[src/design/rwu_pkg.sv]
// Constants, register map and types of the reset and watchdog unit.
// Assumes one 50 MHz bus clock and an AHB-Lite slave port with 32-bit data.
package rwu_pkg;
    // Register byte addresses
    localparam logic [31:0] ADDR_CLEAR_OPTION = 32'h0000_3ff0;
    localparam logic [31:0] ADDR_SERVICE_KEY = 32'h0000_3ff4;
    localparam logic [31:0] ADDR_CONTROL = 32'h0000_3ff8;
    // Control register field positions
    localparam int CTRL_SEL_LO = 0;
    localparam int CTRL_SEL_HI = 1;
    localparam int CTRL_WDOG_EN = 2;
    localparam int CTRL_CME = 3;
    localparam int CTRL_FLAG = 4;
    // Clear bit position in the clear/option register
    localparam int CLEAR_BIT = 0;
    // Values after reset
    localparam logic [1:0] SEL_RESET = 2'h0;
    localparam logic FLAG_RESET = 1'b0;
    // Service key values
    localparam logic [7:0] KEY_ARM = 8'h55;
    localparam logic [7:0] KEY_FIRE = 8'haa;
    // Timing
    localparam int CLK_PERIOD_NS = 20;
    localparam int STAB_CYCLES = 4064;
    localparam int PIN_LOW_NS = 30;
    localparam int PIN_LOW_CYCLES = (PIN_LOW_NS + CLK_PERIOD_NS - 1) / CLK_PERIOD_NS;
    localparam int INT_DRIVE_CYCLES = 4;
    localparam int WD1_BASE_LOG2_DEF = 15;
    localparam int WD2_BITS_DEF = 18;
    localparam int CNT_W = 12;
    localparam int PL_W = 3;
    // AHB transfer type bit that marks an active transfer
    localparam int HTRANS_ACTIVE_BIT = 1;
    // Reset sequencer states
    typedef enum logic [1:0] {S_POR, S_WAIT, S_RUN, S_INT} rwu_state_t;
    // Write target latched in the address phase
    typedef enum logic [1:0] {W_NONE, W_CLEAR, W_KEY, W_CTRL} rwu_wsel_t;
endpackage

[src/design/rwu_top.sv]
// Reset sequencer, two watchdog flavours and their AHB-Lite registers.
// Assumes the reset pin is resolved outside from rst_pin_oe/rst_pin_out,
// and that resetn is the power-on detector, released once the oscillator runs.
//
// Decided for this implementation: the AHB-Lite slave port.
`timescale 1ns/1ps
module rwu_top #(
    parameter int WD1_BASE_LOG2 = rwu_pkg::WD1_BASE_LOG2_DEF,
    parameter int WD2_BITS = rwu_pkg::WD2_BITS_DEF
) (
    input wire logic clock,
    input wire logic resetn,
    input wire logic hsel,
    input wire logic [31:0] haddr,
    input wire logic [1:0] htrans,
    input wire logic hwrite,
    input wire logic [2:0] hsize,
    input wire logic [31:0] hwdata,
    input wire logic hready,
    output logic hreadyout,
    output logic hresp,
    output logic [31:0] hrdata,
    input wire logic first_compat_mode,
    input wire logic option_wdog_enable,
    input wire logic clock_fail,
    input wire logic stop_entry,
    input wire logic [7:0] port_interrupt_option,
    input wire logic rst_pin_in,
    output logic rst_pin_out,
    output logic rst_pin_oe,
    output logic cpu_reset,
    output logic reset_vector_load
);
    import rwu_pkg::*;

    localparam int W1 = WD1_BASE_LOG2 + 6;

    // Refuse widths the counters cannot serve
    if (WD1_BASE_LOG2 < 1 || WD1_BASE_LOG2 > 24) begin : g_chk1
        $error("WD1_BASE_LOG2 out of range");
    end
    if (WD2_BITS < 2 || WD2_BITS > 30) begin : g_chk2
        $error("WD2_BITS out of range");
    end

    // Synchroniser stages: mode, option enable, pin, clock fail
    logic [3:0] sync_a;
    logic [3:0] sync_b;
    logic mode1; // First compatibility mode
    logic opt_en; // Option-programmed enable
    logic pin_hi; // Reset pin level, synced
    logic cm_fail; // Clock monitor fault, synced

    // Sequencer
    rwu_state_t state;
    rwu_state_t next_state;
    logic [CNT_W-1:0] seq_cnt; // Delay counter
    logic [PL_W-1:0] pin_low_cnt; // Consecutive low samples
    logic pin_low_done;
    logic sys_rst; // Whole-system reset
    logic int_event; // Watchdog or monitor event

    // Bus side
    logic acc;
    rwu_wsel_t wsel;
    logic [31:0] rd_val;
    logic rd_ctrl;
    logic [7:0] wbyte;

    // Control register
    logic wdog_enable;
    logic [1:0] tsel; // {timeout_select_hi, timeout_select_lo}
    logic clock_monitor_enable;
    logic ctrl_lock; // Set by the first control write
    logic wdog_reset_flag;

    // Watchdogs
    logic key_armed; // 55 seen, waiting for AA
    logic wd1_restart;
    logic wd1_en;
    logic [W1-1:0] wd1_cnt;
    logic [W1-1:0] wd1_lim;
    logic wd1_to;
    logic wd2_en;
    logic [WD2_BITS-1:0] wd2_cnt;
    logic wd2_clear;
    logic wd2_to;

    // Two flops on mode, option enable, pin and clock fail; only stage b is used
    always_ff @(posedge clock or negedge resetn) begin
        if (!resetn) begin
            sync_a <= 4'h0;
            sync_b <= 4'h0;
        end else begin
            sync_a <= {clock_fail, rst_pin_in, option_wdog_enable, first_compat_mode};
            sync_b <= sync_a;
        end
    end
    assign mode1 = sync_b[0];
    assign opt_en = sync_b[1];
    assign pin_hi = sync_b[2];
    assign cm_fail = sync_b[3] && clock_monitor_enable;

    // Core is held while not running; vector fetched on release
    assign sys_rst = (state != S_RUN);
    assign cpu_reset = sys_rst;

    // Internal cause: either watchdog or the clock monitor
    assign int_event = wd1_to || wd2_to || cm_fail;

    // Pin is taken as a reset once low for the minimum width
    assign pin_low_done = !pin_hi && (pin_low_cnt == PL_W'(PIN_LOW_CYCLES - 1));

    // Sequencer transitions
    always_comb begin
        next_state = state;
        case (state)
            S_POR: begin
                // Stabilisation delay after power-on
                if (seq_cnt == CNT_W'(STAB_CYCLES - 1)) begin
                    next_state = S_WAIT;
                end
            end
            S_INT: begin
                // Short reset for internal causes; pin pulsed in first mode only
                if (seq_cnt == CNT_W'(INT_DRIVE_CYCLES - 1)) begin
                    next_state = S_WAIT;
                end
            end
            S_WAIT: begin
                // External party may keep us in reset
                if (pin_hi) begin
                    next_state = S_RUN;
                end
            end
            S_RUN: begin
                // Internal causes win; in first mode they must drive the pin
                if (int_event) begin
                    next_state = S_INT;
                end else if (pin_low_done) begin
                    next_state = S_WAIT;
                end
            end
            default: begin
                next_state = S_POR;
            end
        endcase
    end

    // State register; power-on always starts the long delay
    always_ff @(posedge clock or negedge resetn) begin
        if (!resetn) begin
            state <= S_POR;
        end else begin
            state <= next_state;
        end
    end

    // Delay counter restarts on every state change
    always_ff @(posedge clock or negedge resetn) begin
        if (!resetn) begin
            seq_cnt <= '0;
        end else if (next_state != state) begin
            seq_cnt <= '0;
        end else if (state == S_POR || state == S_INT) begin
            seq_cnt <= seq_cnt + CNT_W'(1);
        end
    end

    // Width filter on the pin, counted only while running
    always_ff @(posedge clock or negedge resetn) begin
        if (!resetn) begin
            pin_low_cnt <= '0;
        end else if (state != S_RUN || pin_hi) begin
            pin_low_cnt <= '0;
        end else if (pin_low_cnt != PL_W'(PIN_LOW_CYCLES - 1)) begin
            pin_low_cnt <= pin_low_cnt + PL_W'(1);
        end
    end

    // One-cycle pulse: load program counter from the vector
    always_ff @(posedge clock or negedge resetn) begin
        if (!resetn) begin
            reset_vector_load <= 1'b0;
        end else begin
            reset_vector_load <= (state == S_WAIT) && pin_hi;
        end
    end

    // Pin drive: open-drain low, first mode only
    assign rst_pin_out = 1'b0;
    assign rst_pin_oe = mode1 && (state == S_POR || state == S_INT);

    // Zero-wait slave, always OKAY
    assign hreadyout = 1'b1;
    assign hresp = 1'b0;
    assign acc = hsel && hready && htrans[HTRANS_ACTIVE_BIT];
    assign rd_ctrl = acc && !hwrite && (haddr == ADDR_CONTROL);
    assign wbyte = hwdata[7:0];

    // Read mux; unmapped and write-only addresses give zero
    always_comb begin
        rd_val = 32'h0000_0000;
        if (haddr == ADDR_CLEAR_OPTION) begin
            rd_val[7:0] = port_interrupt_option;
        end else if (haddr == ADDR_CONTROL) begin
            rd_val[CTRL_FLAG] = wdog_reset_flag;
            rd_val[CTRL_CME] = clock_monitor_enable;
            rd_val[CTRL_WDOG_EN] = wdog_enable;
            rd_val[CTRL_SEL_HI] = tsel[1];
            rd_val[CTRL_SEL_LO] = tsel[0]; // Bits 7..5 stay zero
        end
        // Service key falls to the zero default
    end

    // Address phase: latch write target, capture read data
    always_ff @(posedge clock or negedge resetn) begin
        if (!resetn) begin
            wsel <= W_NONE;
        end else if (acc && hwrite) begin
            if (haddr == ADDR_CLEAR_OPTION) begin
                wsel <= W_CLEAR;
            end else if (haddr == ADDR_SERVICE_KEY) begin
                wsel <= W_KEY;
            end else if (haddr == ADDR_CONTROL) begin
                wsel <= W_CTRL;
            end else begin
                wsel <= W_NONE;
            end
        end else begin
            wsel <= W_NONE;
        end
    end

    // Read data registered so it stands through the data phase
    always_ff @(posedge clock or negedge resetn) begin
        if (!resetn) begin
            hrdata <= 32'h0000_0000;
        end else if (acc && !hwrite) begin
            hrdata <= rd_val;
        end
    end

    // Control bits: one write after each reset, later ones ignored
    always_ff @(posedge clock or negedge resetn) begin
        if (!resetn) begin
            wdog_enable <= 1'b0;
            tsel <= SEL_RESET;
            clock_monitor_enable <= 1'b0;
            ctrl_lock <= 1'b0;
        end else if (sys_rst) begin
            wdog_enable <= 1'b0;
            tsel <= SEL_RESET;
            clock_monitor_enable <= 1'b0;
            ctrl_lock <= 1'b0;
        end else if (wsel == W_CTRL && !ctrl_lock) begin
            wdog_enable <= wbyte[CTRL_WDOG_EN];
            tsel <= {wbyte[CTRL_SEL_HI], wbyte[CTRL_SEL_LO]};
            clock_monitor_enable <= wbyte[CTRL_CME];
            ctrl_lock <= 1'b1;
        end
    end

    // Sticky cause flag; survives the reset it reports, set beats read
    always_ff @(posedge clock or negedge resetn) begin
        if (!resetn) begin
            wdog_reset_flag <= FLAG_RESET;
        end else if (state == S_RUN && int_event) begin
            wdog_reset_flag <= 1'b1;
        end else if (rd_ctrl) begin
            wdog_reset_flag <= 1'b0;
        end
    end

    // Key sequencer: 55 arms, AA fires only when armed
    always_ff @(posedge clock or negedge resetn) begin
        if (!resetn) begin
            key_armed <= 1'b0;
        end else if (sys_rst || wd1_restart) begin
            key_armed <= 1'b0;
        end else if (wsel == W_KEY) begin
            key_armed <= (wbyte == KEY_ARM);
        end
    end
    assign wd1_restart = (wsel == W_KEY) && (wbyte == KEY_FIRE) && key_armed;

    // First watchdog: 2^base prescale, then 1/4/16/64
    assign wd1_en = mode1 && wdog_enable;
    assign wd1_lim = (W1'(1) << (WD1_BASE_LOG2 + 2 * tsel)) - W1'(1);
    assign wd1_to = wd1_en && (wd1_cnt == wd1_lim);

    // No wait-mode input: counting never pauses for it
    always_ff @(posedge clock or negedge resetn) begin
        if (!resetn) begin
            wd1_cnt <= '0;
        end else if (sys_rst || stop_entry || !wd1_en) begin
            wd1_cnt <= '0;
        end else if (wd1_restart) begin
            wd1_cnt <= '0;
        end else begin
            wd1_cnt <= wd1_cnt + W1'(1);
        end
    end

    // Second watchdog: times out when the top stage sets
    assign wd2_en = !mode1 && opt_en;
    assign wd2_clear = (wsel == W_CLEAR) && !wbyte[CLEAR_BIT];
    assign wd2_to = wd2_en && wd2_cnt[WD2_BITS-1];

    // Other clear-register bits have no effect here
    always_ff @(posedge clock or negedge resetn) begin
        if (!resetn) begin
            wd2_cnt <= '0;
        end else if (sys_rst || stop_entry || !wd2_en) begin
            wd2_cnt <= '0;
        end else if (wd2_clear) begin
            wd2_cnt <= '0;
        end else begin
            wd2_cnt <= wd2_cnt + WD2_BITS'(1);
        end
    end

    // Checks
    a_pin_drive: assert property (@(posedge clock) disable iff (!resetn)
        (state == S_INT && mode1) |-> rst_pin_oe && !rst_pin_out)
        else $error("pin not driven on internal reset");
    a_pin_input: assert property (@(posedge clock) disable iff (!resetn)
        !mode1 |-> !rst_pin_oe)
        else $error("pin driven in second mode");
    a_por_len: assert property (@(posedge clock) disable iff (!resetn)
        (state == S_POR && seq_cnt == CNT_W'(STAB_CYCLES - 2)) |=> state == S_POR ##1 state == S_WAIT)
        else $error("power-on delay wrong length");
    a_pin_release: assert property (@(posedge clock) disable iff (!resetn)
        (state == S_WAIT && pin_hi) |=> state == S_RUN && reset_vector_load && !cpu_reset)
        else $error("release sequence wrong");
    a_pin_reset: assert property (@(posedge clock) disable iff (!resetn)
        (state == S_RUN && !int_event && !pin_hi && $past(!pin_hi) && $past(state) == S_RUN)
        |=> cpu_reset)
        else $error("pin low not taken as reset");
    a_key_fire: assert property (@(posedge clock) disable iff (!resetn)
        (wsel == W_KEY && wbyte == KEY_FIRE && key_armed && !sys_rst) |=> wd1_cnt == '0)
        else $error("key sequence did not restart");
    a_key_other: assert property (@(posedge clock) disable iff (!resetn)
        (wd1_en && !sys_rst && !stop_entry && wsel == W_KEY && wbyte != KEY_FIRE && !wd1_to)
        |=> wd1_cnt == $past(wd1_cnt) + W1'(1))
        else $error("other key value changed count");
    a_timeout_rst: assert property (@(posedge clock) disable iff (!resetn)
        (state == S_RUN && (wd1_to || wd2_to)) |=> state == S_INT ##1 cpu_reset [*3])
        else $error("timeout gave no reset");
    a_flag_set: assert property (@(posedge clock) disable iff (!resetn)
        (state == S_RUN && int_event) |=> wdog_reset_flag)
        else $error("cause flag not set");
    a_flag_clear: assert property (@(posedge clock) disable iff (!resetn)
        (rd_ctrl && !(state == S_RUN && int_event)) |=> !wdog_reset_flag)
        else $error("control read left flag set");
    a_ctrl_once: assert property (@(posedge clock) disable iff (!resetn)
        (ctrl_lock && !sys_rst) |=> $stable(wdog_enable) && $stable(tsel)
        && $stable(clock_monitor_enable))
        else $error("locked control bits changed");
    a_ctrl_zero: assert property (@(posedge clock) disable iff (!resetn)
        $past(rd_ctrl) |-> hrdata[7:5] == 3'h0 && hrdata[CTRL_FLAG] == $past(wdog_reset_flag))
        else $error("control read data wrong");
    a_stop_clear: assert property (@(posedge clock) disable iff (!resetn)
        stop_entry |=> wd1_cnt == '0 && wd2_cnt == '0)
        else $error("stop entry left count");
    a_clr_wd2: assert property (@(posedge clock) disable iff (!resetn)
        (wsel == W_CLEAR && !wbyte[CLEAR_BIT]) |=> wd2_cnt == '0)
        else $error("clear write ignored");
endmodule // rwu_top

[config.mk]
export PLATFORM = sky130hd
export DESIGN_NAME = rwu_top
export DESIGN_NICKNAME = d
export VERILOG_FILES = /design/src/design/rwu_pkg.sv /design/src/design/rwu_top.sv
export SDC_FILE = /design/constraint.sdc
export NUM_CORES = 1
export LEC_CHECK = 0
export BUFFER_PORTS_ARGS = -buffer_cell sky130_fd_sc_hd__buf_2
export CORE_ASPECT_RATIO = 1.4
export CORE_MARGIN = 5
export CORE_UTILIZATION = 35
export DETAILED_ROUTE_END_ITERATION = 6
export HOLD_SLACK_MARGIN = 0.05
export MAX_ROUTING_LAYER = met4
export PLACE_DENSITY = 0.61
export SYNTH_ARGS = -nofsm -noshare
export SYNTH_HDL_FRONTEND = slang
export SYNTH_SLANG_ARGS = --single-unit
export TNS_END_PERCENT = 10
[constraint.sdc]
create_clock -name clock -period 2.3 [get_ports clock]
set_input_delay 0.23 -clock clock [delete_from_list [all_inputs] [get_ports clock]]
set_output_delay 0.23 -clock clock [all_outputs]
set_load 0.03 [all_outputs]
==> run_results.csv <==
group,metric,value,unit
final_layout,area_growth_syn_to_layout,17.6,%
synth,netlist_area,4420,µm²
grt,grt_pass1_wl,16600,µm
place,dp_cells,658,
routing,via_per_inst,5.09,
synth,syn-instance-count,443,
synth,yosysUniqueCellTypes,61,
final_layout,nNetsFinal,621,
timing,setup_viol,0,
routing,drtIter0Drc,112,
job,max_cap_violations,0,
final_layout,layout-drive-gt1-share,20.7,%
synth,yosys_register_bits,82,
synth,synth_seq_area_share,46.4,%
cts,clock_sinks,82,
routing,first_pass_iters,4,
timing,worst_slew_margin_rel,19.6,%
cts,h-tree-depth,3,
synth,synth_edf_count,0,
setup_path,arrival,2.29,ns
setup_path,cp_slowest_stage_delay,0.46,ns
floorplanning,ios,125,
cts,cts_tree,"yes",
timing,period_needed,2.06,ns
floorplanning,fp.dieH,143,µm
floorplanning,rows,48,
final_layout,final_common_cell,"dfrtp_1",
final_layout,fin_cells,677,
setup_path,startpoint_type,"flop",
timing,finalHoldViolCount,0,
setup_path,end_kind,"flop",
cts,worstSkewPairLatency,0.33,ns
floorplanning,core,12400,µm²
timing,setup_tns,0,ns
timing,finClkSkew,0.00405,ns
timing,fin_crit_sh,89.7,%
timing,tightest_slew,1.20,ns
final_layout,final_cell_mix,"82 x dfrtp_1, 68 x buf_2, 57 x nor2_1",
final_layout,utilization,42.0,%
place,portBuffers,69,
power_and_ir_drop,ir_drop,406,µV
routing,ant_nets,0,
synth,avgSynthCellArea,9.98,µm²
routing,finalWirelength,9640,µm
cts,clk_pin_slew,0.06,ns
routing,wl_per_cell,14.2,µm
floorplanning,die_x,105,µm
setup_path,crit_chain,"inv_1 > ha_2 > nor2b_1 > o32ai_1 > a221oi_1 > nand3_1 > buf_4 > nor4_1",
floorplanning,start_util,35.7,%
synth,yosysWarnings,0,
timing,whs,0.116,ns
grt,gr-total-overflow,0,
grt,antenna_found_initial,0,
timing,rsz0062_at_grt,"false",
routing,num_vias,3444,
timing,fmax,0.485,GHz
setup_path,cp_max_fo,12,
cts,cts_buffers,9,
timing,slew_violations,0,
setup_path,cp_slowest_cell,"dfrtp_1",
min_path,worstHoldPathType,"input port to flop",
setup_path,crit_type,"flop to flop",
synth,synthFlopType,"dfrtp_1",
place,dp_hpwl,7150,µm
setup_path,crit_required,2.52,ns
outcome,outcome,"finished, final reports clean",
power_and_ir_drop,powerDensity,558,nW/µm²
grt,grt_pass1_vias,3581,
place,place.gp.congestion,0.832,
cts,cts-root-buf,"clkbuf_16",
power_and_ir_drop,leakagePower,2.29,nW
grt,grtUsageTotal,13.9,%
grt,grt_start_max_net_pins,48,
floorplanning,dieArea,15000,µm²
synth,async_reset_ff_share,100,%
cts,clockBufferDepth,2,
cts,cts_setup_buffers,0,
routing,drc,0,
final_layout,diodes,0,
worst max-delay path: cells and delay by family, from the launching register on:
kind	cells	cell delay, ns
AND/OR/NAND/NOR	3	0.57
buffers and inverters	2	0.37
adder cells (fa/ha/maj)	1	0.25
flip-flops	1	0.46
AO/OA/AOI/OAI	2	0.32
cell usage after synthesis, drive strengths merged (11+ instances only):
cell type   n  area [µm²]
nor2       58         220
dfrtp      82        2050
nor4       22         144
nand4      16         106
nand3      17        85.1
nand2      22        85.1
buf        31         231
xnor2      22         193
inv        11        41.3
xor2       23         201
a21oi      11        58.8
and3       15        95.1
o21ai      13        65.1
cell type report:
cell class	count	area, µm²
clock buffer	9	225
clock inverter	5	33.8
sequential	82	2050
timing repair buffer	84	485
inverter	12	45.0
tap	150	188
multi-input combinational	335	2170
fill	1228	7170
cell families after synthesis:
| family | count (synthesis) | synth area share [%] |
|---|---|---|
| AO/OA/AOI/OAI | 42 | 6.96 |
| AND/OR/NAND/NOR | 201 | 25.5 |
| adder cells (fa/ha/maj) | 10 | 2.83 |
| flip-flops | 82 | 46.4 |
| multiplexers | 10 | 2.26 |
| other | 2 | 0.170 |
| XOR/XNOR | 45 | 8.91 |
| buffers and inverters | 51 | 6.93 |
flip-flops by register name, indices dropped and copies added, names as in the netlist:
signal                count
reset_vector_load         1
seq_cnt                  12
wd1_cnt                  21
key_armed                 1
state                     2
pin_low_cnt               3
ctrl_lock                 1
hrdata                    8
wd2_cnt                  18
wdog_reset_flag           1
sync_a                    4
clock_monitor_enable      1
wsel                      2
sync_b                    4
tsel                      2
wdog_enable               1
stage by stage:
stage / power, mW / cell area (µm²) / setup WS [ns]
5_1_grt: 3.03 / 5200 / 0.00690
2_1_floorplan: 1.59 / 4520 / 0.238
3_5_place_dp: 1.65 / 4880 / 0.240
4_1_cts: 2.94 / 5190 / 0.199
6_report: 2.90 / 5200 / 0.237
3_3_place_gp: 1.65 / 4880 / 0.301
final timing paths:
path | from | end | slack (ns) | cells past startpoint
worst min-delay path | port_interrupt_option[7] | hrdata[7] | 0.12 | 2
worst max register to register | state[1] | seq_cnt[1] | 0.24 | 8
worst max-delay path | state[1] | seq_cnt[1] | 0.24 | 8
min in group asynchronous | resetn | wd2_cnt[10] | 0.38 | 2
max in group asynchronous | resetn | hrdata[6] | 1.31 | 3
worst min register to register | sync_a[0] | sync_b[0] | 0.35 | 0
routing by layer:
metal / global-route usage, % / share of wire [%]
met3: 2.62 / 3.6
met1: 16.5 / 43
met5: - / 0
met4: 6.53 / 2.0
met2: 22.6 / 52
report_power, final:
part / leakage (nW) / internal, mW / switching [mW]
clock: 0.123 / 0.716 / 0.556
sequential: 1.11 / 1.45 / 0.00353
combinational: 1.06 / 0.0566 / 0.117
timing repair:
item	4_1_cts	5_1_grt
resized for setup	0	2
endpoints found under the setup margin	0	3
hold endpoints to repair	39	0
hold buffers	5	0
No activity file was read; power rests on OpenSTA's default activity.
